--- src/hw/csel_pkg.sv ---
// Operation
// - mode bit: zero strobe timing, one E-clock
// - byte field: off, lower, upper, both
// - 8-bit port: any nonzero byte code selects
// - 16-bit port: addr0 and size checked
// - reset clears bytes; boot gets both bytes
// - direction field: read, write, both; zero reserved
// - strobe bit picks address or data strobe
// - ack code: waits, fast, or external
// - external ack: wait until peripheral acknowledges
// - space field restricts by function code
// - processor space: priority must equal addr[3:1]
// - priority zero matches any level
// - priority affects select response only
// - autovector bit drives internal autovector
// - port bits drive pins; bit7 reads zero
// - assert with strobe, or aligned to E-clock
// - base bits compared with upper address
// - on-chip interrupt source: ignore acknowledge
// - any autovector terminates acknowledge cycle
// - block size picks compared address lines
// - pin code sets 8 or 16-bit port
package csel_pkg;
  // register byte offsets, one aligned word per register
  localparam logic [7:0] OFS_OPTION    = 8'h00;
  localparam logic [7:0] OFS_BASE      = 8'h40;
  localparam logic [7:0] OFS_PINASSIGN = 8'h80;
  localparam logic [7:0] OFS_PORT      = 8'hc0;
  localparam logic [7:0] OFS_STATUS    = 8'hc4;
  localparam logic [7:0] REGION_MASK   = 8'hc0;
  localparam int         NCH_DEFAULT   = 12;
  // option word field positions
  localparam int OPT_MODE    = 15;
  localparam int OPT_BYTE_HI = 14;
  localparam int OPT_BYTE_LO = 13;
  localparam int OPT_RW_HI   = 12;
  localparam int OPT_RW_LO   = 11;
  localparam int OPT_STROBE_SELECT    = 10;
  localparam int OPT_ACK_HI  = 9;
  localparam int OPT_ACK_LO  = 6;
  localparam int OPT_SPC_HI  = 5;
  localparam int OPT_SPC_LO  = 4;
  localparam int OPT_PRI_HI  = 3;
  localparam int OPT_PRI_LO  = 1;
  localparam int OPT_AUTOVECTOR_REQUEST    = 0;
  // base word field positions
  localparam int BASE_HI     = 15;
  localparam int BASE_LO     = 3;
  localparam int BLK_HI      = 2;
  // field codes
  localparam logic [1:0] BYTE_OFF   = 2'h0;
  localparam logic [1:0] BYTE_LOWER = 2'h1;
  localparam logic [1:0] BYTE_UPPER = 2'h2;
  localparam logic [1:0] BYTE_BOTH  = 2'h3;
  localparam logic [1:0] SPC_CPU    = 2'h0;
  localparam logic [1:0] SPC_USER   = 2'h1;
  localparam logic [1:0] SPC_SUPV   = 2'h2;
  localparam logic [1:0] SPC_SU     = 2'h3;
  localparam logic [3:0] ACK_FAST   = 4'he;
  localparam logic [3:0] ACK_EXT    = 4'hf;
  localparam logic [2:0] PRI_ANY    = 3'h0;
  localparam logic [1:0] PA_DISC    = 2'h0;
  localparam logic [1:0] PA_CS8     = 2'h2;
  localparam logic [1:0] PA_CS16    = 2'h3;
  localparam logic [2:0] FC_CPU     = 3'h7;
  localparam logic [2:0] FC_UDATA   = 3'h1;
  localparam logic [2:0] FC_UPROG   = 3'h2;
  localparam logic [2:0] FC_SDATA   = 3'h5;
  localparam logic [2:0] FC_SPROG   = 3'h6;
  localparam logic [3:0] IACK_TYPE  = 4'hf;
  localparam logic [1:0] SIZ_BYTE   = 2'h1;
  // reset values; channel 0 is the boot channel
  localparam logic [15:0] OPTION_RST      = 16'h0000;
  localparam logic [15:0] BOOT_OPTION_RST = 16'h7b70;
  localparam logic [15:0] BASE_RST        = 16'h0000;
  localparam logic [15:0] BOOT_BASE_RST   = 16'h0007;
  localparam logic [1:0]  PA_RST          = 2'h1;
  localparam logic [1:0]  BOOT_PA_RST     = 2'h3;
  localparam logic [6:0]  PORT_RST        = 7'h00;
  // channels whose pins carry discrete output bits
  localparam int DISC_FIRST = 4;
  localparam int DISC_LAST  = 10;
  // address compare mask over addr[23:11] per block size code
  function automatic logic [12:0] blk_mask(input logic [2:0] code);
    unique case (code)
      3'h0: blk_mask = 13'h1fff;
      3'h1: blk_mask = 13'h1ffc;
      3'h2: blk_mask = 13'h1ff8;
      3'h3: blk_mask = 13'h1fe0;
      3'h4: blk_mask = 13'h1fc0;
      3'h5: blk_mask = 13'h1f80;
      3'h6: blk_mask = 13'h1f00;
      3'h7: blk_mask = 13'h1e00;
    endcase
  endfunction
endpackage
--- src/hw/csel_match.sv ---
// Design decisions made here: the APB slave port and the placing of the registers.
`timescale 1ns/1ps
module csel_match #(
  parameter int CHANNELS = csel_pkg::NCH_DEFAULT
) (
  // clock, reset, enable
  input  wire logic                mclk,
  input  wire logic                rst,
  input  wire logic                ce,
  // apb slave
  input  wire logic                psel,
  input  wire logic                penable,
  input  wire logic                pwrite,
  input  wire logic [7:0]          paddr,
  input  wire logic [31:0]         pwdata,
  output logic      [31:0]         prdata,
  output logic                     pready,
  output logic                     pslverr,
  // processor bus cycle
  input  wire logic [23:0]         addr,
  input  wire logic [2:0]          function_code_lines,
  input  wire logic                read_write,
  input  wire logic [1:0]          transfer_size_lines,
  input  wire logic                address_strobe_n,
  input  wire logic                data_strobe_n,
  input  wire logic                slow_peripheral_clock,
  input  wire logic                iack_from_pin,
  input  wire logic                ext_data_size_acknowledge_n,
  input  wire logic                ext_autovector_n,
  // outputs to pins and bus controller
  output logic [CHANNELS-1:0]      select_n,
  output logic                     int_data_size_acknowledge_n,
  output logic                     int_autovector_n,
  output logic                     wait_insert,
  output logic                     cycle_terminate
);
  import csel_pkg::*;

  // programmable state
  logic [15:0] opt  [CHANNELS];        // option words
  logic [15:0] base [CHANNELS];        // base address and block size
  logic [1:0]  pa   [CHANNELS];        // pin assignment codes
  logic [6:0]  port_data;              // discrete output bits, bit 7 absent
  logic [15:0] next_opt  [CHANNELS];
  logic [15:0] next_base [CHANNELS];
  logic [1:0]  next_pa   [CHANNELS];
  logic [6:0]  next_port;
  logic [31:0] next_prdata;
  logic        next_pready;
  logic        next_pslverr;

  // bus cycle state
  logic                slow_peripheral_clock_q;         // E-clock level last cycle
  logic [3:0]          wait_cnt;       // wait states since strobe
  logic [CHANNELS-1:0] sel;            // internal select state
  logic                next_slow_peripheral_clock_q;
  logic [3:0]          next_wait_cnt;
  logic [CHANNELS-1:0] next_sel;
  logic [CHANNELS-1:0] next_select_n;
  logic                next_int_data_size_acknowledge_n;
  logic                next_int_autovector_n;
  logic                next_wait_insert;
  logic                next_cycle_terminate;

  // match decode
  logic [CHANNELS-1:0] hit;            // channel matches current access
  logic                iack;           // interrupt acknowledge cycle
  logic                as_now;
  logic                ds_now;
  logic                slow_peripheral_clock_rise;
  logic                ack_any;        // an async hit owns the acknowledge
  logic [3:0]          ack_need;       // wait states that hit asks for
  logic                autovector_request_any;       // a hit asks for autovector
  logic                mapped;
  logic [31:0]         rd_val;
  logic [3:0]          idx;

  assign as_now    = ~address_strobe_n;
  assign ds_now    = ~data_strobe_n;
  assign slow_peripheral_clock_rise = slow_peripheral_clock & ~slow_peripheral_clock_q;
  assign idx       = paddr[5:2];

  // per-channel compare of the current access
  always_comb begin
    logic [1:0] bytef;
    logic [1:0] rwf;
    logic [2:0] pri;
    logic       addr_ok;
    logic       rw_ok;
    logic       spc_ok;
    logic       byte_ok;
    bytef   = BYTE_OFF;
    rwf     = 2'h0;
    pri     = PRI_ANY;
    addr_ok = 1'b0;
    rw_ok   = 1'b0;
    spc_ok  = 1'b0;
    byte_ok = 1'b0;
    iack = (function_code_lines == FC_CPU) && (addr[19:16] == IACK_TYPE);
    ack_any  = 1'b0;
    ack_need = 4'h0;
    autovector_request_any = 1'b0;
    for (int i = CHANNELS - 1; i >= 0; i--) begin
      bytef = opt[i][OPT_BYTE_HI:OPT_BYTE_LO];
      rwf   = opt[i][OPT_RW_HI:OPT_RW_LO];
      pri   = opt[i][OPT_PRI_HI:OPT_PRI_LO];
      // only the upper lines chosen by block size take part
      addr_ok = ((addr[23:11] ^ base[i][BASE_HI:BASE_LO])
                 & blk_mask(base[i][BLK_HI:0])) == 13'h0000;
      // direction: reserved code zero never matches
      rw_ok = read_write ? rwf[0] : rwf[1];
      unique case (opt[i][OPT_SPC_HI:OPT_SPC_LO])
        SPC_CPU: begin
          // priority only shapes this response, never interrupt recognition
          spc_ok = (function_code_lines == FC_CPU)
                   && (pri == PRI_ANY || pri == addr[3:1]);
        end
        SPC_USER: spc_ok = (function_code_lines == FC_UDATA)
                           || (function_code_lines == FC_UPROG);
        SPC_SUPV: spc_ok = (function_code_lines == FC_SDATA)
                           || (function_code_lines == FC_SPROG);
        SPC_SU: spc_ok = (function_code_lines == FC_UDATA)
                         || (function_code_lines == FC_UPROG)
                         || (function_code_lines == FC_SDATA)
                         || (function_code_lines == FC_SPROG);
      endcase
      if (pa[i] == PA_CS16) begin
        // lower lane is the odd byte; wider transfers at even use both
        unique case (bytef)
          BYTE_OFF:   byte_ok = 1'b0;
          BYTE_LOWER: byte_ok = addr[0] | (transfer_size_lines != SIZ_BYTE);
          BYTE_UPPER: byte_ok = ~addr[0];
          BYTE_BOTH:  byte_ok = 1'b1;
        endcase
      end else begin
        byte_ok = (bytef != BYTE_OFF);
      end
      // on-chip interrupt sources answer their own acknowledge
      hit[i] = addr_ok & rw_ok & spc_ok & byte_ok
               & ~(iack & ~iack_from_pin);
      // descending loop: lowest numbered hit ends up owning ack
      if (hit[i] && !opt[i][OPT_MODE]
          && opt[i][OPT_ACK_HI:OPT_ACK_LO] != ACK_EXT) begin
        ack_any  = 1'b1;
        ack_need = (opt[i][OPT_ACK_HI:OPT_ACK_LO] == ACK_FAST)
                   ? 4'h0 : opt[i][OPT_ACK_HI:OPT_ACK_LO];
      end
      if (hit[i] && iack && opt[i][OPT_AUTOVECTOR_REQUEST]) begin
        autovector_request_any = 1'b1;
      end
    end
  end

  // register read mux and address decode
  always_comb begin
    mapped = 1'b0;
    rd_val = 32'h0000_0000;
    if (paddr[1:0] == 2'h0 && 32'(idx) < CHANNELS) begin
      unique case (paddr & REGION_MASK)
        OFS_OPTION: begin
          mapped = 1'b1;
          rd_val = {16'h0000, opt[idx]};
        end
        OFS_BASE: begin
          mapped = 1'b1;
          rd_val = {16'h0000, base[idx]};
        end
        OFS_PINASSIGN: begin
          mapped = 1'b1;
          rd_val = {30'h0, pa[idx]};
        end
        default: ;
      endcase
    end
    if (paddr == OFS_PORT) begin
      mapped = 1'b1;
      rd_val = {25'h0, port_data};
    end
    if (paddr == OFS_STATUS) begin
      mapped = 1'b1;
      rd_val = 32'(sel);
    end
  end

  // apb next values; one wait state so read data leaves a flop
  always_comb begin
    next_opt     = opt;
    next_base    = base;
    next_pa      = pa;
    next_port    = port_data;
    next_pready  = psel & penable & ~pready;
    next_prdata  = 32'h0000_0000;
    next_pslverr = 1'b0;
    if (psel && penable && !pready) begin
      next_pslverr = ~mapped;
      if (!pwrite) begin
        next_prdata = rd_val;
      end
    end
    // writes land on the edge that completes the access
    if (psel && penable && pready && pwrite && mapped) begin
      if (paddr == OFS_PORT) begin
        next_port = pwdata[6:0];
      end else if (paddr != OFS_STATUS) begin
        unique case (paddr & REGION_MASK)
          OFS_OPTION:    next_opt[idx]  = pwdata[15:0];
          OFS_BASE:      next_base[idx] = pwdata[15:0];
          OFS_PINASSIGN: next_pa[idx]   = pwdata[1:0];
          default: ;
        endcase
      end
    end
  end

  // register file flops
  always_ff @(posedge mclk) begin
    if (rst) begin
      for (int i = 0; i < CHANNELS; i++) begin
        opt[i]  <= (i == 0) ? BOOT_OPTION_RST : OPTION_RST;
        base[i] <= (i == 0) ? BOOT_BASE_RST : BASE_RST;
        pa[i]   <= (i == 0) ? BOOT_PA_RST : PA_RST;
      end
      port_data <= PORT_RST;
      prdata    <= 32'h0000_0000;
      pready    <= 1'b0;
      pslverr   <= 1'b0;
    end else if (ce) begin
      opt       <= next_opt;
      base      <= next_base;
      pa        <= next_pa;
      port_data <= next_port;
      prdata    <= next_prdata;
      pready    <= next_pready;
      pslverr   <= next_pslverr;
    end
  end

  // bus cycle next values
  always_comb begin
    logic ack_int;
    logic done;
    ack_int       = 1'b0;
    done          = 1'b0;
    next_slow_peripheral_clock_q   = slow_peripheral_clock;
    next_sel      = sel;
    next_wait_cnt = wait_cnt;
    if (!as_now) begin
      next_wait_cnt = 4'h0;
    end else if (wait_cnt != 4'hf) begin
      next_wait_cnt = wait_cnt + 4'h1;
    end
    for (int i = 0; i < CHANNELS; i++) begin
      if (!as_now) begin
        next_sel[i] = 1'b0;
      end else if (hit[i] && !sel[i]) begin
        if (opt[i][OPT_MODE]) begin
          next_sel[i] = slow_peripheral_clock_rise;
        end else begin
          next_sel[i] = opt[i][OPT_STROBE_SELECT] ? ds_now : 1'b1;
        end
      end
    end
    // counter is cleared while strobe is off, so fast term is zero waits
    ack_int = as_now & ack_any & (wait_cnt >= ack_need);
    next_int_data_size_acknowledge_n      = ~ack_int;
    next_int_autovector_n = ~(as_now & autovector_request_any & iack_from_pin);
    // either autovector source or any acknowledge ends the cycle
    done = ack_int | ~ext_data_size_acknowledge_n | (as_now & autovector_request_any & iack_from_pin)
           | ~ext_autovector_n;
    next_cycle_terminate = as_now & done;
    // without an internal source, keep stretching until the device answers
    next_wait_insert = as_now & ~done;
    for (int i = 0; i < CHANNELS; i++) begin
      if (pa[i] == PA_CS8 || pa[i] == PA_CS16) begin
        next_select_n[i] = ~next_sel[i];
      end else if (pa[i] == PA_DISC && i >= DISC_FIRST && i <= DISC_LAST) begin
        next_select_n[i] = port_data[i - DISC_FIRST];
      end else begin
        next_select_n[i] = 1'b1;
      end
    end
  end

  // bus cycle flops
  always_ff @(posedge mclk) begin
    if (rst) begin
      slow_peripheral_clock_q           <= 1'b0;
      wait_cnt         <= 4'h0;
      sel              <= '0;
      select_n         <= '1;
      int_data_size_acknowledge_n      <= 1'b1;
      int_autovector_n <= 1'b1;
      wait_insert      <= 1'b0;
      cycle_terminate  <= 1'b0;
    end else if (ce) begin
      slow_peripheral_clock_q           <= next_slow_peripheral_clock_q;
      wait_cnt         <= next_wait_cnt;
      sel              <= next_sel;
      select_n         <= next_select_n;
      int_data_size_acknowledge_n      <= next_int_data_size_acknowledge_n;
      int_autovector_n <= next_int_autovector_n;
      wait_insert      <= next_wait_insert;
      cycle_terminate  <= next_cycle_terminate;
    end
  end
endmodule

--- config.mk ---
export PLATFORM = sky130hd
export DESIGN_NAME = csel_match
export DESIGN_NICKNAME = d
export VERILOG_FILES = /design/src/hw/csel_pkg.sv /design/src/hw/csel_match.sv
export SDC_FILE = /design/constraint.sdc
export NUM_CORES = 2
export LEC_CHECK = 0
export ABC_CLOCK_PERIOD_IN_PS = 4900
export BUFFER_PORTS_ARGS = -buffer_cell sky130_fd_sc_hd__buf_2
export CORE_MARGIN = 2
export CORE_UTILIZATION = 45
export CTS_CLUSTER_SIZE = 8
export DETAILED_ROUTE_END_ITERATION = 10
export HOLD_SLACK_MARGIN = 0.12
export PLACE_DENSITY = 0.66
export SYNTH_ARGS = -nofsm -noshare
export SYNTH_HDL_FRONTEND = slang
export SYNTH_SLANG_ARGS = --single-unit
export TNS_END_PERCENT = 20
--- constraint.sdc ---
create_clock -name mclk -period 4.9 [get_ports mclk]
set_clock_uncertainty 0.2 [all_clocks]
set_input_delay 0.735 -clock mclk [delete_from_list [all_inputs] [get_ports mclk]]
set_output_delay 0.735 -clock mclk [all_outputs]
set_load 0.02 [all_outputs]
==> impl_metrics.yaml <==
status:
  status: "completed"
critical_path:
  max_stage_delay_ns: 0.60
  path_cells: "xor2_1 > nor4_2 > o2111ai_2 > or4_4 > or4_4 > or3b_1 > a221oi_2 > a311o_1 > a21oi_1 > ha_1 > nand2b_1 > a21o_1 > a21o_1 > a21oi_2 > nor2_1 > o31ai_4 > nand4_1 > o41ai_2"
  path_class: "flip-flop to flip-flop"
  start_kind: "flip-flop"
  rr_startpoint: "base[143]"
  worstPathMaxFanout: 3
  endpoint_kind: "flip-flop"
  crit_path_top_delay_cell: "or4_4"
  required_ns: 5.23
  critPathArrivalTime_ns: 5.08
  crit_path_start: "base[143]"
cells_and_area:
  fin_util_pct: 53.5
  regArea_mm2: 0.0110
  fin_nets: 3754
  nFillCells: 5851
  layout-drive-gt1-share_pct: 16.7
  final_cells: 4515
  syn_to_final_growth_pct: 17.2
  multiInputGateArea_mm2: 0.0160
placement:
  numPortBuffers: 92
  gp_congestion: 1.00
  placedCellCount: 4420
  dp_hpwl_mm: 82.1
timing:
  max_clock_freq_mhz: 210
  rsz0062_at_grt: "true"
  slew_violations: 0
  post-route-min-period_ns: 4.75
  hold_viol: 0
  finalSetupViolations: 0
  worstMarginPinSlew_ns: 1.25
  hold-worst-slack_ns: 0.196
  max_slew_margin_pct: 16.9
  post-route-period-util_pct: 97.0
clock_network:
  cts_tree: "built"
  cts_buffers: 79
  htree_levels: 3
  cts_root_buffer: "clkbuf_16"
  clkTransAtPathRegs_ns: 0.05
  clkLatencyLatePin_ns: 0.65
  cts_buffer_depth: 3
  cts_sinks: 550
min_path:
  hp-start: "slow_peripheral_clock"
  hold_class: "input pin to flip-flop"
logic_synthesis:
  ys_seq_area_share_pct: 39.0
  synth-seq-cells: 550
  synth.distinct_cells: 84
  async_reset_ff_share_pct: 0
  yosys.area.top_type: "dfxtp_1"
  synth_top_area_share_pct: 39.0
  synth_area_mm2: 0.0283
  synth_area_leaders: "dfxtp_1 39%, nand2_1 11%, mux4_2 8.1%"
  netlist_instances: 3489
  synth_flop_cell: "dfxtp_1"
  synth_edf_count: 0
  synth_warnings: 0
  syn_area_per_cell_um2: 8.10
global_route:
  antenna_found_initial: 6
  grtUsageTotal_pct: 35.4
  grt_start_max_net_pins: 152
  grt_pass1_wl_mm: 169
  grt_overflow: 0
  grt_pass1_vias: 25600
floorplanning:
  dieArea_mm2: 0.0648
  initial_core_util_pct: 45.6
  core_area_mm2: 0.0619
  num_rows: 91
  die_y_um: 255
  ios: 132
  die_w_um: 255
routing:
  dr.pass1.iters: 7
  drt-initial-drc-count: 3936
  wl_mm: 117
  postRouteAntennaNets: 0
  wl_per_cell_um: 25.9
  via_count: 28300
  viasPerCell: 6.28
  drc: 0
pwr:
  powerDensity_mw_per_mm2: 310
  vdd_drop_max_mv: 0.287
  power.leakage_nw: 11.8
  fin_total_pwr_mw: 10.3
job:
  max_cap_violations: 0
==> layout make-up <==
| class | count | share of cell area [%] |
|---|---|---|
| clock inverters | 9 | 0.540 |
| inverters | 34 | 0.385 |
| diodes | 4 | 0.0302 |
| multi-input cells | 2623 | 48.4 |
| clock buffers | 82 | 6.03 |
| well taps | 837 | 3.16 |
| repair buffers | 376 | 8.19 |
| flip-flops and latches | 550 | 33.2 |
==> metal layers <==
metal  up-vias  part of all wire [%]  global-route usage (%)
li1      12600                     -                       -
met1     13700                    40                    46.9
met2      1739                    44                    54.2
met3       340                    11                    8.54
met4         6                   5.3                    17.0
met5         -                 0.038                       0
==> worst max-delay path, delay by kind of cell, from the launching register on <==
kind	cells	cell delay [ns]
AO/OA/AOI/OAI	9	1.51
XOR/XNOR	1	0.18
adder cells (fa/ha/maj)	1	0.28
flip-flops	1	0.34
AND/OR/NAND/NOR	7	2.12
==> cell families (layout without fill, tap and decap cells) <==
family,Yosys count,after routing,share of synthesized area (%)
xor gates and xnor gates,166,166,5.14
DFF,550,550,39.0
AOI/OAI and AO/OA,768,768,16.0
other,1,20,0.0133
adders and majority gates,8,8,0.354
buffers and inverters,331,501,4.93
and+or+nand+nor,1479,1479,23.5
muxes,186,186,11.1
==> synth_stat cells (all sizes together) (13+ instances only) <==
cell type / n
a21oi: 454
xnor2: 27
nor3: 59
a211oi: 19
nor2b: 20
nand3: 232
nor2: 149
and3: 14
mux2i: 81
o211ai: 14
nand2b: 19
nand2: 822
buf: 86
xor2: 139
a22oi: 49
mux4: 102
o21ai: 111
nand4b: 13
nand4: 38
clkbuf: 211
dfxtp: 550
nor4: 41
inv: 34
==> power breakdown <==
group          internal [mW]  leakage (nW)  switching (mW)  total, mW
registers               4.48          4.43         0.00334       4.49
logic                  0.233          6.33           0.535      0.767
clock network           2.90          1.06            2.10       5.01
==> cell usage in the layout (no fill, tap or decap), types with 8 or more instances in the layout <==
| cell | instances |
|---|---|
| nand2_1 | 822 |
| dfxtp_1 | 550 |
| a21oi_1 | 453 |
| buf_4 | 277 |
| nand3_1 | 232 |
| nor2_1 | 149 |
| xor2_1 | 139 |
| o21ai_0 | 104 |
| mux4_2 | 102 |
| buf_2 | 89 |
| mux2i_1 | 81 |
| clkbuf_16 | 79 |
| a22oi_1 | 49 |
| nor3_1 | 47 |
| nand4_1 | 38 |
| nor4_1 | 37 |
| inv_1 | 33 |
| xnor2_1 | 27 |
| nor2b_1 | 19 |
| nand2b_1 | 19 |
| a211oi_1 | 18 |
| conb_1 | 16 |
| and3_1 | 14 |
| o211ai_1 | 14 |
| nand4b_1 | 13 |
| nor3_2 | 12 |
| a221o_1 | 11 |
| nor3b_1 | 9 |
| and4_1 | 8 |
| ha_1 | 8 |
| buf_12 | 8 |
==> final timing paths <==
check                       endpoint  slack [ns]  cells past startpoint
min          slow_peripheral_clock_q        0.20                      3
max reg2reg              wait_insert        0.15                     18
max                      wait_insert        0.15                     18
min reg2reg             select_n[10]        0.26                      1
==> timing repair <==
| item | 4_1_cts | 5_1_grt |
|---|---|---|
| setup buffers | 0 | 0 |
| endpoints found under the setup margin | 0 | 3 |
| hold buffers | 0 | 0 |
| gates resized for setup | 0 | 10 |
==> metrics by stage <==
step                      area, µm²  TNS (ns)  worst slack, ns
after detailed placement      30900     -1.32           -0.555
final                         33100         0            0.149
after global routing          33100    -0.108          -0.0909
after CTS                     33100         0           0.0747
after global placement        30900     -1.21           -0.509
after floorplan               28300         0            0.129
Power figures use the tool's default switching activity.
